--- config.mk ---
export PLATFORM = sky130hd
export DESIGN_NAME = nor_flash_host
export DESIGN_NICKNAME = d
export VERILOG_FILES = /design/src/nor_host_pkg.sv /design/src/nor_flash_host.sv
export VERILOG_INCLUDE_DIRS = /design/src
export SDC_FILE = /design/constraint.sdc
export NUM_CORES = 1
export LEC_CHECK = 0
export ABC_AREA = 1
export ABC_CLOCK_PERIOD_IN_PS = 3500
export BUFFER_PORTS_ARGS = -buffer_cell sky130_fd_sc_hd__buf_4
export CORE_MARGIN = 1
export CORE_UTILIZATION = 55
export CTS_CLUSTER_DIAMETER = 120
export DETAILED_ROUTE_END_ITERATION = 8
export HOLD_SLACK_MARGIN = 0.1
export PLACE_DENSITY = 0.78
export SETUP_SLACK_MARGIN = 0.4
export SYNTH_ARGS = -nofsm -noshare
export SYNTH_HDL_FRONTEND = slang
export SYNTH_SLANG_ARGS = --single-unit
--- constraint.sdc ---
create_clock -name clk_sys_in -period 3.5 [get_ports clk_sys_in]
set_clock_uncertainty 0.15 [all_clocks]
set_input_delay 0.7 -clock clk_sys_in [delete_from_list [all_inputs] [get_ports clk_sys_in]]
set_output_delay 0.7 -clock clk_sys_in [all_outputs]
set_load 0.02 [all_outputs]
--- src/nor_host_cfg.svh ---
`ifndef NOR_HOST_CFG_SVH
`define NOR_HOST_CFG_SVH

`define ADDR_W 23
`define DATA_W 16
`define CNT_W 16

`define UNLOCK1_ADDR 23'h000555
`define UNLOCK2_ADDR 23'h0002aa
`define UNLOCK1_DATA 16'h00aa
`define UNLOCK2_DATA 16'h0055
`define ID_ENTRY_DATA 16'h0090
`define ID_EXIT_DATA 16'h00f0
`define PROG_SETUP_DATA 16'h00a0
`define BUF_LOAD_DATA 16'h0025
`define BUF_COMMIT_DATA 16'h0029
`define ERASE_SETUP_DATA 16'h0080
`define SECT_ERASE_DATA 16'h0030
`define CHIP_ERASE_DATA 16'h0010
`define SUSPEND_DATA 16'h00b0
`define BASE_ADDR 23'h000000

`define ID_MAKER_OFS 23'h000000
`define ID_DEV1_OFS 23'h000001
`define ID_SECT_LOCK_OFS 23'h000002
`define ID_SECURE_OFS 23'h000003
`define ID_DEV2_OFS 23'h00000e
`define ID_DEV3_OFS 23'h00000f
`define ID_LOW_MASK 23'h00000f

`define BUF_MIN_WORDS 6'h01
`define BUF_MAX_WORDS 6'h20

`define CLK_NS 10
`define T_WS_NS 10
`define T_WP_NS 35
`define T_WPH_NS 20
`define T_ACC_NS 120
`define T_RP_NS 500
`define T_ADD_WINDOW_US 50
`define WS_CYC (((`T_WS_NS) + (`CLK_NS) - 1) / (`CLK_NS))
`define WP_CYC (((`T_WP_NS) + (`CLK_NS) - 1) / (`CLK_NS))
`define WPH_CYC (((`T_WPH_NS) + (`CLK_NS) - 1) / (`CLK_NS))
`define ACC_CYC (((`T_ACC_NS) + (`CLK_NS) - 1) / (`CLK_NS))
`define RP_CYC (((`T_RP_NS) + (`CLK_NS) - 1) / (`CLK_NS))
`define ADD_WINDOW_CYC (((`T_ADD_WINDOW_US) * 1000) / (`CLK_NS))

`endif

--- src/nor_host_pkg.sv ---
package nor_host_pkg;
  typedef enum logic [3:0] {
    CMD_ID_ENTRY,
    CMD_ID_EXIT,
    CMD_ID_READ,
    CMD_HV_ID_READ,
    CMD_READ,
    CMD_PROGRAM,
    CMD_BUF_OPEN,
    CMD_BUF_WORD,
    CMD_BUF_COMMIT,
    CMD_SECT_ERASE,
    CMD_SECT_ADD,
    CMD_CHIP_ERASE,
    CMD_SUSPEND,
    CMD_RESET
  } cmd_type;

  typedef enum logic [2:0] {
    ST_IDLE,
    ST_SETUP,
    ST_PULSE,
    ST_HOLD,
    ST_READ,
    ST_RST
  } state_type;
endpackage : nor_host_pkg

--- src/nor_flash_host.sv ---
// Function
// id entry: AA@555, 55@2AA, 90@555
// F0 anywhere leaves id mode
// id reads: maker 00, device 01/0E/0F
// offset 03 high-guard: 99 locked, 19 not
// offset 03 low-guard: 89 locked, 09 not
// sector offset 02: 01 locked, 00 unlocked
// probe id read via elevated address line
// program: unlock, A0@555, data@address
// buffer: unlock, 25@sector, count-1@sector
// buffer holds one to thirty-two words
// buffer words written after count write
// 29@sector commits buffer to array
// fill buffer fully for best throughput
// sector erase: six writes, 30@sector
// extra 30 writes add more sectors
// each extra sector within 50 us
// chip erase: sixth write 10@555
// B0 anywhere suspends erase
// reset pin aborts, returns array read
// secured region lock flag bit seven
// mismatched write abandons partial sequence
// busy until embedded algorithm ends; host is ready again after its last write hold
`timescale 1ns/100ps
`include "nor_host_cfg.svh"

module nor_flash_host #(
  parameter int ADD_WINDOW_CYC = `ADD_WINDOW_CYC
) (
  input wire logic clk_sys_in, // 100 MHz clock
  input wire logic nrst_in, // sync reset, active low
  input wire logic cmd_valid_in, // command request
  input wire nor_host_pkg::cmd_type cmd_in, // command code
  input wire logic [`ADDR_W-1:0] addr_in, // word address or sector address
  input wire logic [`DATA_W-1:0] data_in, // program data
  input wire logic [5:0] count_in, // buffer word count 1..32
  output logic cmd_ready_out, // idle, takes a command
  output logic done_out, // command finished pulse
  output logic err_out, // command refused pulse
  output logic [`DATA_W-1:0] rd_data_out, // read data
  output logic rd_valid_out, // read data pulse
  output logic id_mode_out, // id mode entered
  output logic flash_ce_n_out, // chip select, low active
  output logic flash_oe_n_out, // output enable, low active
  output logic flash_we_n_out, // write enable, low active
  output logic flash_rst_n_out, // reset pin, low active
  output logic elevated_probe_out, // id_probe_address_line at elevated level
  output logic [`ADDR_W-1:0] flash_addr_out, // word address
  output logic [`DATA_W-1:0] flash_dq_out, // data to flash
  output logic flash_dq_oe_out, // high while driving data
  input wire logic [`DATA_W-1:0] flash_dq_in // data from flash
);
  import nor_host_pkg::*;

  state_type state_q;
  cmd_type cmd_q;
  logic [`ADDR_W-1:0] addr_q;
  logic [`DATA_W-1:0] data_q;
  logic [2:0] step_q;
  logic [`CNT_W-1:0] tmr_q;
  logic [`CNT_W-1:0] win_q;
  logic id_mode_q;
  logic buf_open_q;
  logic [5:0] buf_cnt_q;
  logic [5:0] buf_load_q;

  // step table
  logic [`ADDR_W-1:0] tab_addr;
  logic [`DATA_W-1:0] tab_data;
  logic [2:0] seq_last;
  always_comb
  begin
    tab_addr = `UNLOCK1_ADDR;
    tab_data = `UNLOCK1_DATA;
    seq_last = 3'h0;
    case (cmd_q)
      CMD_ID_ENTRY:
      begin
        seq_last = 3'h2;
        if (step_q == 3'h1)
        begin
          tab_addr = `UNLOCK2_ADDR;
          tab_data = `UNLOCK2_DATA;
        end
        else if (step_q == 3'h2)
          tab_data = `ID_ENTRY_DATA;
      end
      CMD_ID_EXIT:
      begin
        tab_addr = `BASE_ADDR;
        tab_data = `ID_EXIT_DATA;
      end
      CMD_PROGRAM:
      begin
        seq_last = 3'h3;
        if (step_q == 3'h1)
        begin
          tab_addr = `UNLOCK2_ADDR;
          tab_data = `UNLOCK2_DATA;
        end
        else if (step_q == 3'h2)
          tab_data = `PROG_SETUP_DATA;
        else if (step_q == 3'h3)
        begin
          tab_addr = addr_q;
          tab_data = data_q;
        end
      end
      CMD_BUF_OPEN:
      begin
        seq_last = 3'h3;
        if (step_q == 3'h1)
        begin
          tab_addr = `UNLOCK2_ADDR;
          tab_data = `UNLOCK2_DATA;
        end
        else if (step_q == 3'h2)
        begin
          tab_addr = addr_q;
          tab_data = `BUF_LOAD_DATA;
        end
        else if (step_q == 3'h3)
        begin
          tab_addr = addr_q;
          tab_data = {10'h000, buf_cnt_q - 6'h01};
        end
      end
      CMD_BUF_WORD:
      begin
        tab_addr = addr_q;
        tab_data = data_q;
      end
      CMD_BUF_COMMIT:
      begin
        tab_addr = addr_q;
        tab_data = `BUF_COMMIT_DATA;
      end
      CMD_SECT_ERASE, CMD_CHIP_ERASE:
      begin
        seq_last = 3'h5;
        if (step_q == 3'h1 || step_q == 3'h4)
        begin
          tab_addr = `UNLOCK2_ADDR;
          tab_data = `UNLOCK2_DATA;
        end
        else if (step_q == 3'h2)
          tab_data = `ERASE_SETUP_DATA;
        else if (step_q == 3'h5 && cmd_q == CMD_SECT_ERASE)
        begin
          tab_addr = addr_q;
          tab_data = `SECT_ERASE_DATA;
        end
        else if (step_q == 3'h5)
          tab_data = `CHIP_ERASE_DATA;
      end
      CMD_SECT_ADD:
      begin
        tab_addr = addr_q;
        tab_data = `SECT_ERASE_DATA;
      end
      CMD_SUSPEND:
      begin
        tab_addr = `BASE_ADDR;
        tab_data = `SUSPEND_DATA;
      end
      default:
      begin
        tab_addr = `UNLOCK1_ADDR;
        tab_data = `UNLOCK1_DATA;
      end
    endcase
  end

  // acceptance checks
  wire take = (state_q == ST_IDLE) && cmd_ready_out && cmd_valid_in;
  wire cnt_ok = (count_in >= `BUF_MIN_WORDS) && (count_in <= `BUF_MAX_WORDS);
  wire buf_room = buf_open_q && (buf_load_q < buf_cnt_q);
  wire buf_full = buf_open_q && (buf_load_q == buf_cnt_q);
  wire win_open = (win_q != '0);
  wire is_read = (cmd_in == CMD_READ) || (cmd_in == CMD_ID_READ) || (cmd_in == CMD_HV_ID_READ);
  wire refuse = ((cmd_in == CMD_ID_READ) && !id_mode_q)
    || ((cmd_in == CMD_BUF_OPEN) && (!cnt_ok || buf_open_q))
    || ((cmd_in == CMD_BUF_WORD) && !buf_room)
    || ((cmd_in == CMD_BUF_COMMIT) && !buf_full)
    || ((cmd_in == CMD_SECT_ADD) && !win_open)
    || (buf_open_q && (cmd_in != CMD_BUF_WORD) && (cmd_in != CMD_BUF_COMMIT)
        && (cmd_in != CMD_RESET));
  wire [`ADDR_W-1:0] rd_addr = (cmd_in == CMD_HV_ID_READ) ? (addr_in & `ID_LOW_MASK) : addr_in;
  wire tmr_done = (tmr_q == '0);
  wire last_step = (step_q == seq_last);
  wire seq_end = (state_q == ST_HOLD) && tmr_done && last_step;

  always_ff @(posedge clk_sys_in)
  begin
    if (!nrst_in)
    begin
      state_q <= ST_IDLE;
      cmd_q <= CMD_READ;
      addr_q <= '0;
      data_q <= '0;
      step_q <= 3'h0;
      tmr_q <= '0;
      cmd_ready_out <= 1'b0;
      done_out <= 1'b0;
      err_out <= 1'b0;
      rd_data_out <= '0;
      rd_valid_out <= 1'b0;
      flash_ce_n_out <= 1'b1;
      flash_oe_n_out <= 1'b1;
      flash_we_n_out <= 1'b1;
      flash_rst_n_out <= 1'b0;
      elevated_probe_out <= 1'b0;
      flash_addr_out <= '0;
      flash_dq_out <= '0;
      flash_dq_oe_out <= 1'b0;
    end
    else
    begin
      done_out <= 1'b0;
      err_out <= 1'b0;
      rd_valid_out <= 1'b0;
      flash_rst_n_out <= 1'b1;
      case (state_q)
        ST_IDLE:
        begin
          cmd_ready_out <= 1'b1;
          if (take && refuse)
            err_out <= 1'b1;
          else if (take)
          begin
            cmd_ready_out <= 1'b0;
            cmd_q <= cmd_in;
            addr_q <= addr_in;
            data_q <= data_in;
            step_q <= 3'h0;
            if (cmd_in == CMD_RESET)
            begin
              state_q <= ST_RST;
              flash_rst_n_out <= 1'b0;
              tmr_q <= `CNT_W'(`RP_CYC - 1);
            end
            else if (is_read)
            begin
              state_q <= ST_READ;
              flash_ce_n_out <= 1'b0;
              flash_oe_n_out <= 1'b0;
              elevated_probe_out <= (cmd_in == CMD_HV_ID_READ);
              flash_addr_out <= rd_addr;
              tmr_q <= `CNT_W'(`ACC_CYC - 1);
            end
            else
            begin
              state_q <= ST_SETUP;
              // address and data stand a full cycle before we falls
              tmr_q <= `CNT_W'(`WS_CYC);
            end
          end
        end
        ST_SETUP:
        begin
          flash_ce_n_out <= 1'b0;
          flash_addr_out <= tab_addr;
          flash_dq_out <= tab_data;
          flash_dq_oe_out <= 1'b1;
          tmr_q <= tmr_q - `CNT_W'(1);
          if (tmr_done)
          begin
            state_q <= ST_PULSE;
            flash_we_n_out <= 1'b0;
            tmr_q <= `CNT_W'(`WP_CYC - 1);
          end
        end
        ST_PULSE:
        begin
          tmr_q <= tmr_q - `CNT_W'(1);
          if (tmr_done)
          begin
            state_q <= ST_HOLD;
            flash_we_n_out <= 1'b1;
            tmr_q <= `CNT_W'(`WPH_CYC - 1);
          end
        end
        ST_HOLD:
        begin
          tmr_q <= tmr_q - `CNT_W'(1);
          if (tmr_done && !last_step)
          begin
            state_q <= ST_SETUP;
            step_q <= step_q + 3'h1;
            tmr_q <= `CNT_W'(`WS_CYC);
          end
          else if (tmr_done)
          begin
            state_q <= ST_IDLE;
            flash_ce_n_out <= 1'b1;
            flash_dq_oe_out <= 1'b0;
            done_out <= 1'b1;
            cmd_ready_out <= 1'b1;
          end
        end
        ST_READ:
        begin
          tmr_q <= tmr_q - `CNT_W'(1);
          if (tmr_done)
          begin
            state_q <= ST_IDLE;
            rd_data_out <= flash_dq_in;
            rd_valid_out <= 1'b1;
            done_out <= 1'b1;
            cmd_ready_out <= 1'b1;
            flash_ce_n_out <= 1'b1;
            flash_oe_n_out <= 1'b1;
            elevated_probe_out <= 1'b0;
          end
        end
        ST_RST:
        begin
          flash_rst_n_out <= 1'b0;
          tmr_q <= tmr_q - `CNT_W'(1);
          if (tmr_done)
          begin
            state_q <= ST_IDLE;
            flash_rst_n_out <= 1'b1;
            done_out <= 1'b1;
            cmd_ready_out <= 1'b1;
          end
        end
        default:
          state_q <= ST_IDLE;
      endcase
    end
  end

  // host view of device mode
  wire reset_ev = (state_q == ST_RST);
  always_ff @(posedge clk_sys_in)
  begin
    if (!nrst_in || reset_ev)
    begin
      id_mode_q <= 1'b0;
      buf_open_q <= 1'b0;
      buf_cnt_q <= 6'h00;
      buf_load_q <= 6'h00;
      win_q <= '0;
    end
    else
    begin
      if (take && !refuse && cmd_in == CMD_BUF_OPEN)
        buf_cnt_q <= count_in;
      if (seq_end && cmd_q == CMD_ID_ENTRY)
        id_mode_q <= 1'b1;
      else if (seq_end && cmd_q == CMD_ID_EXIT)
        id_mode_q <= 1'b0;
      if (seq_end && cmd_q == CMD_BUF_OPEN)
      begin
        buf_open_q <= 1'b1;
        buf_load_q <= 6'h00;
      end
      else if (seq_end && cmd_q == CMD_BUF_WORD)
        buf_load_q <= buf_load_q + 6'h01;
      else if (seq_end && cmd_q == CMD_BUF_COMMIT)
        buf_open_q <= 1'b0;
      if (seq_end && (cmd_q == CMD_SECT_ERASE || cmd_q == CMD_SECT_ADD))
        win_q <= `CNT_W'(ADD_WINDOW_CYC);
      else if (win_open)
        win_q <= win_q - `CNT_W'(1);
    end
  end

  assign id_mode_out = id_mode_q;
endmodule : nor_flash_host

==> reports/results.txt, run 1 <==
The flow ran to the end, and the final reports show no timing, DRC or antenna violations. The routed design uses 1680 um of met3 wire. 0 antenna diodes ended up in the layout.

Once the clock tree was built, the resizer swapped 0 gates to a different size. For this run, the total global-route usage over all layers was measured as 29.6%. In the synthesized netlist the dominant register cell turns out to be sky130_fd_sc_hd__dfxtp_1.

The initial antenna violation count is 0, and the post-synthesis async set-or-reset flop share is 0%. The class of the tightest hold or removal check was register to register. The reg-to-reg setup timing slack was 0.72 ns. The run gives 1,383 as the number of nets produced by synthesis.

The maximum operating frequency is 359 MHz, and the final period utilization is 79.5%. Dividing the detail-routed via count by the number of cells gives 5.47. The initial utilization of the core area, before any placement, comes to 57.1%.

The proportion of power drawn by the clock network came out at 22.5%. The commonest cells after synthesis are sky130_fd_sc_hd__nand2_1, sky130_fd_sc_hd__nor2_1, sky130_fd_sc_hd__dfxtp_1, sky130_fd_sc_hd__a21oi_1, sky130_fd_sc_hd__inv_1. The tools report the met2 wire length as 10,700 um. The total overflow left after global routing is 0.

After synthesis, the largest area contributor takes up 38.0% of total cell area. Summing the sequential cell areas from Yosys gives 38.0% of the chip area. For the number of design-rule violations left by the first detailed-router iteration, the log shows 854.

Setup repair after global routing left no endpoint under its margin. The number of nets in the layout was 1,497; the layout-stage area growth over the synthesis result was 20.4%. The final hold violation count came out at 0. The number of slew-limit violations in the final report is 0.

TritonCTS built the clock tree. The run gives 4 as the count of H-tree levels built during CTS. The tool flagged a number of max-cap violations equal to 0. The run gives 2.96 ns as the arrival time reported for the critical path endpoint. The detail route stage leaves a number of antenna-violating nets equal to 0. Net switching is 45.0% of the power. The first global-routing pass estimated 38,200 um of wire. Port buffering added 133 buffers. The root buffer cell chosen for the clock tree is sky130_fd_sc_hd__clkbuf_16.

sky130_fd_sc_hd__dfxtp_1 takes more of the synthesized area than any other cell. The switching power of the nets was 3810 uW; the TritonCTS sink count was 160. The run gives 1,299 as the number of cells produced by synthesis.

The tools report the maximum VDD drop as 0.548 mV. The proportion of power drawn by combinational gates was 47.9%. The setup path with the least slack is of type register to register. Total power: 8480 uW. Summed over all cells, the static leakage comes to 0.00470 uW. Setup violations remaining at the end of the flow were counted as 0. In this run, post-CTS hold repair placed 0 buffers.

The tools report the global placement routability congestion as 1.02. Subtracting the final worst setup slack from the clock period gives 2.78 ns. TritonCTS buffer count: 17. Transition time at the pin with the least slew margin: 0.669 ns. For the number of global-route vias before repair, the log shows 8,123. The synthesized netlist contains 41 unique library cells. Internal power comes to 4660 uW. For this run, design rule violations remaining after detail routing come to 0.

Cell area power density: 835 mW/mm^2. The core area came out at 0.0148 mm^2. The synthesized design contains 0 enable-type register cells.

The tools report the HPWL after detailed placement as 16,200 um. In the post-synthesis netlist, the cell with the most instances is sky130_fd_sc_hd__nand2_1. The clock-pin slew of the registers on the worst-case setup and hold paths was 0.06 ns.

The number of I/O pins was 134; the share of post-route cells with drive strength above 1 was 14.4%. Along the worst path, the maximum fanout reaches 46. The height of the die was 126 um; the headroom to the max-slew limit was 55.0%. The detailed router placed 8,808 vias in this run.

In this run the horizontal extent of the chip is 126 um. The later pin in the worst-skew pair is clocked with a latency of 0.43 ns. The part of the total power dissipated in sequential elements was 29.6%; the row count was 44.

The post-detailed-route wirelength per cell is 14.2 um. The synthesized design contains 160 register bits. The number of iterations in the first detailed-routing pass came out at 6. Yosys attributes the largest share of cell area to sky130_fd_sc_hd__dfxtp_1, sky130_fd_sc_hd__nand2_1, sky130_fd_sc_hd__a21oi_1, sky130_fd_sc_hd__nor2_1, sky130_fd_sc_hd__nand3_1. In the final routing, the length of wire on met1 measures 10,200 um. For the die outline area, the log shows 0.0158 mm^2. After routing, the total negative slack on setup checks comes to 0 ns. The logs give 0.00843 mm^2 for the mapped cell area and 2 for the largest buffer count on any clock path. At the worst endpoint, the required time is 3.68 ns. Yosys synthesis warning count: 0. The worst setup path is captured at a register. STA classifies the critical path startpoint as a register. Mean instance size in the synthesized netlist: 6.49 um^2.

Entering global routing, the biggest net connects 57 pins. The number of setup buffers added after CTS is 0. The sum of routed wire length over all layers was 22,900 um.

The top routing layer in use was met4.
==> final cells by class <==
type                            instances  area (um^2)
Fill cell                            1356         4610
Tap cell                              184          230
Clock buffer                           18          429
Sequential cell                       160         3200
Multi-Input combinational cell        961         4540
Clock inverter                         14          169
Inverter                              126          473
Timing Repair Buffer                  147         1100
==> registers in the layout, indices dropped and copies added, names as in the netlist, 3 cells and up <==
name	cells
addr_q	23
flash_addr_out	23
data_q	16
flash_dq_out	16
rd_data_out	16
tmr_q	16
win_q	16
buf_cnt_q	6
buf_load_q	6
cmd_q	4
state_q	3
step_q	3
==> critical path: stages (launching register included) <==
cell	delay (ns)
sky130_fd_sc_hd__dfxtp_1	0.41
sky130_fd_sc_hd__inv_1	0.07
sky130_fd_sc_hd__ha_1	0.31
sky130_fd_sc_hd__nand2_1	0.08
sky130_fd_sc_hd__nor2_1	0.19
sky130_fd_sc_hd__nand2_1	0.08
sky130_fd_sc_hd__nand3_1	0.11
sky130_fd_sc_hd__nand2_1	0.09
sky130_fd_sc_hd__nand4_1	0.10
sky130_fd_sc_hd__nand2_1	0.26
sky130_fd_sc_hd__nand3_1	0.16
sky130_fd_sc_hd__buf_4	0.41
sky130_fd_sc_hd__nand2_1	0.11
sky130_fd_sc_hd__nand2_1	0.08
sky130_fd_sc_hd__nor2_1	0.05
==> path summary, 6_finish.rpt <==
kind,endpoint,startpoint,cells past startpoint
worst min-delay path,tmr_q[15],tmr_q[15],2
worst min register to register,tmr_q[15],tmr_q[15],2
worst max register to register,flash_addr_out[0],buf_cnt_q[5],14
worst max-delay path,flash_addr_out[0],buf_cnt_q[5],14
==> power by group through the flow <==
| stage | registers (uW) | clock network [uW] | logic [uW] |
|---|---|---|---|
| 4_1_cts | 2500 | 1930 | 4030 |
| 3_5_place_dp | 2540 | 0 | 4000 |
| 3_3_place_gp | 2530 | 0 | 3960 |
| 2_1_floorplan | 2660 | 0 | 2820 |
| 6_report | 2510 | 1910 | 4060 |
| 5_1_grt | 2560 | 2010 | 4570 |
==> metal layers <==
metal  GRT usage [%]  up-vias
li1                -     4438
met5               0        -
met3            7.52       40
met1            37.8     4015
met2            48.9      315
met4            9.50        0
==> layout by cell type (no fill, tap or decap), drive strengths merged, types with 18 or more instances in the layout <==
cell type | synthesis | layout
dfxtp | 160 | 160
nand3 | 118 | 118
o21ai | 63 | 63
nor3 | 18 | 18
nand2 | 354 | 354
nor2 | 168 | 168
inv | 124 | 132
clkbuf | 40 | 18
xor2 | 18 | 18
buf | 12 | 147
a21oi | 143 | 143
==> metrics by stage <==
stage | worst slack (ns) | utilization, % | hold slack, ns | instance area, um^2 | std cells
final | 0.718 | 68.8 | 0.314 | 10100 | 1610
after global routing | 0.457 | 68.8 | 0.326 | 10100 | 1610
after CTS | 0.737 | 68.8 | 0.315 | 10100 | 1610
after detailed placement | 0.704 | 64.7 | 0.304 | 9550 | 1578
after global placement | 0.784 | 64.7 | 0.293 | 9550 | 1578
after floorplan | 1.31 | - | 0.273 | 8430 | 1299
==> cell families after synthesis <==
| family | synth area share, % |
|---|---|
| and+or+nand+nor | 34.6 |
| xor gates and xnor gates | 2.49 |
| buffers and inverters | 8.21 |
| DFF | 38.0 |
| adders and majority gates | 2.37 |
| AOI/OAI and AO/OA | 14.3 |
Note: power is estimated with default switching activity, not from simulation.
==> inputs of run 2 (changes only) <==
--- a/config.mk
+++ b/config.mk
@@ -7,7 +7,7 @@
 export NUM_CORES = 1
 export LEC_CHECK = 0
 export ABC_AREA = 1
-export ABC_CLOCK_PERIOD_IN_PS = 3500
+export ABC_CLOCK_PERIOD_IN_PS = 2850
 export BUFFER_PORTS_ARGS = -buffer_cell sky130_fd_sc_hd__buf_4
 export CORE_MARGIN = 1
 export CORE_UTILIZATION = 55
==> constraint.sdc (replaced) <==
create_clock -name clk_sys_in -period 2.85 [get_ports clk_sys_in]
set_clock_uncertainty 0.15 [all_clocks]
set_input_delay 0.57 -clock clk_sys_in [delete_from_list [all_inputs] [get_ports clk_sys_in]]
set_output_delay 0.57 -clock clk_sys_in [all_outputs]
set_load 0.02 [all_outputs]
==> reports/results.txt, run 2 (synthesis gave the netlist of run 1 again) <==
The run finished with clean final reports. The tools report the total cell area at the placement stage as 0.00962 mm^2 (was 0.00955 mm^2). The layout-stage area growth over the synthesis result was 24.4% (was 20.4%).

The final hold violation count is 0 (unchanged), and the height of the die is 126 um (unchanged). The transition time at the pin with the least slew margin was 0.724 ns (was 0.669 ns); the number of I/O pins was 134 (unchanged). Leading cell types in the layout, fill and taps excluded: sky130_fd_sc_hd__nand2_1, sky130_fd_sc_hd__buf_4, sky130_fd_sc_hd__nor2_1 (was sky130_fd_sc_hd__nand2_1, sky130_fd_sc_hd__nor2_1, sky130_fd_sc_hd__dfxtp_1). The largest net degree at the start of global routing is 57 (unchanged).

Setup repair after global routing left no endpoint under its margin. Final number of setup-violating endpoints: 0 (unchanged). The number of slew-limit violations in the final report is 0 (unchanged). Class of the tightest hold or removal check: primary input to register (was register to register).

The tools report the largest buffer count on any clock path as 2 (unchanged). The leading cell type in the layout, fill and taps excluded is sky130_fd_sc_hd__nand2_1 (unchanged). The number of nets in the layout is 1,523 (was 1,497), and the total negative slack for setup checks is 0 ns (unchanged). Remaining global-route overflow: 0 (unchanged).

Capturing instance or port of the critical path: buf_cnt_q[0] (was flash_addr_out[0]). For the number of iterations in the first detailed-routing pass, the log shows 6 (unchanged). The number of design-rule violations left by the first detailed-router iteration came out at 906 (was 854). The worst setup path category was register to register (unchanged). For the maximum VDD drop, the log shows 0.642 mV (was 0.548 mV). TritonCTS buffer count: 17 (unchanged). The TritonCTS sink count came out at 160 (unchanged). The die outline area was 0.0158 mm^2 (unchanged); the cell depth of the worst flop-to-flop path was 12 (was 14).

The run gives 0 (unchanged) as the antenna cell count. Reg-to-reg critical path startpoint: buf_cnt_q[5] (unchanged). The max-capacitance violation count was 0 (unchanged). Largest registers: addr_q x23, flash_addr_out x23 (unchanged). The number of buffers inserted by hold repair at cts is 0 (unchanged). The tools report the post-route cell area as 0.0105 mm^2 (was 0.0101 mm^2).

For the total global-route track usage, the log shows 30.0% (was 29.6%). For the initial antenna violation count, the log shows 0 (unchanged). The detailed-route vias per instance works out to 5.52 (was 5.47).

For the critical path required time, the log shows 3.07 ns (was 3.68 ns). For the headroom to the max-slew limit, the log shows 51.7% (was 55.0%). The startpoint class of the critical path is a register (unchanged). The arrival time reported for the critical path endpoint was 2.60 ns (was 2.96 ns); the final critical delay including setup and external delays was 2.38 ns (was 2.78 ns).

For the row count, the log shows 44 (unchanged). The logs give 4 (unchanged) for the count of H-tree levels built during CTS and 0.0148 mm^2 (unchanged) for the core area. Cell at the root of the clock tree: sky130_fd_sc_hd__clkbuf_16 (unchanged). Type of element capturing the critical path: a register (unchanged). The largest fanout on the critical path was 7 (was 46); the leakage component of the power was 0.00486 uW (was 0.00470 uW). The logs give 0 (unchanged) for the remaining routing DRC violations and 9,028 (was 8,808) for the total number of vias.

The post-detailed-route wirelength per cell was 14.8 um (was 14.2 um). Startpoint of the lowest-slack hold path: count_in[4] (was tmr_q[15]). The number of nets still failing antenna checks after routing came out at 0 (unchanged).

TritonCTS built the clock tree. The sum of routed wire length over all layers came out at 24,200 um (was 22,900 um). Final period utilization: 83.6% (was 79.5%). Overall die width: 126 um (unchanged).

The share of post-route cells with drive strength above 1 was 17.3% (was 14.4%); the cell area power density was 1030 mW/mm^2 (was 835 mW/mm^2). The global placement routability congestion was 0.959 (was 1.02). The logs give 16,400 um (was 16,200 um) for the HPWL after detailed placement and 57.1% (unchanged) for the starting utilization of the core area. The clock-pin slew of the registers on the worst-case setup and hold paths was 0.07 ns (was 0.06 ns).

The maximum operating frequency was 420 MHz (was 359 MHz); the reg-to-reg setup timing slack was 0.47 ns (was 0.72 ns). The critical register-to-register path endpoint was buf_cnt_q[0] (was flash_addr_out[0]). The wire length of the first global-routing pass was 38,600 um (was 38,200 um); the total of buffers placed on input and output ports was 133 (unchanged).

Number of global-route vias before repair: 8,127 (was 8,123). The clock insertion delay at the later pin of the skew report came out at 0.44 ns (was 0.43 ns). Launch point of the critical path: buf_cnt_q[5] (unchanged).
[run 2: metal layers]
metal	vias to the layer above	GRT usage (%)	wire, um
met3	40	6.80	1550
met1	4162	38.9	10700
met5	-	0	0
li1	4492	-	-
met4	0	9.78	461
met2	334	49.6	11500
[run 2: worst min path at each step]
stage / cells after the start / end / slack, ns
CTS: 3 / buf_cnt_q[4] / 0.23
global placement: 2 / flash_oe_n_out / 0.29
global route: 3 / data_q[13] / 0.24
floorplan: 2 / data_q[7] / 0.27
finish: 3 / buf_cnt_q[4] / 0.23
detailed placement: 2 / flash_oe_n_out / 0.30
[run 2: area by class of cell]
class | count | area (um^2)
fillers | 1295 | 4260
repair buffers | 173 | 1350
clock buffers | 18 | 429
well taps | 184 | 230
inverters | 126 | 477
multi-input cells | 961 | 4600
flip-flops and latches | 160 | 3210
clock inverters | 14 | 193
[run 2: metrics by stage]
step	cells	hold slack [ns]	power, uW	utilization, %	worst slack [ns]
after floorplan	1299	0.273	6730	-	0.730
after global placement	1586	0.293	8020	65.2	0.423
after detailed placement	1586	0.299	8090	65.2	0.304
after CTS	1619	0.228	10600	69.5	0.397
after global routing	1636	0.240	11600	71.1	0.292
final	1636	0.231	10800	71.1	0.467
[run 2: critical path: stages, from the launching register on]
cell and delay (ns):
sky130_fd_sc_hd__dfxtp_2 0.35, sky130_fd_sc_hd__inv_1 0.05, sky130_fd_sc_hd__ha_1 0.30, sky130_fd_sc_hd__nand2_1 0.09, sky130_fd_sc_hd__nor2_2 0.14, sky130_fd_sc_hd__nand2_1 0.08
sky130_fd_sc_hd__nand2_1 0.08, sky130_fd_sc_hd__nand3_1 0.11, sky130_fd_sc_hd__nor2_2 0.15, sky130_fd_sc_hd__nand4_4 0.16, sky130_fd_sc_hd__nor2_1 0.36, sky130_fd_sc_hd__o21ai_0 0.15
sky130_fd_sc_hd__nor2_1 0.14
[run 2: repair_timing]
item                                    in CTS  in global routing
cloned                                       0                  2
setup buffers                                1                 15
gates resized for setup                      2                 32
pin swaps                                    1                  4
endpoints found under the setup margin      29                126
[run 2: report_power, final]
part           switching [uW]  internal (uW)
logic                    3420           1870
clock network            1030           1410
registers                 362           2720
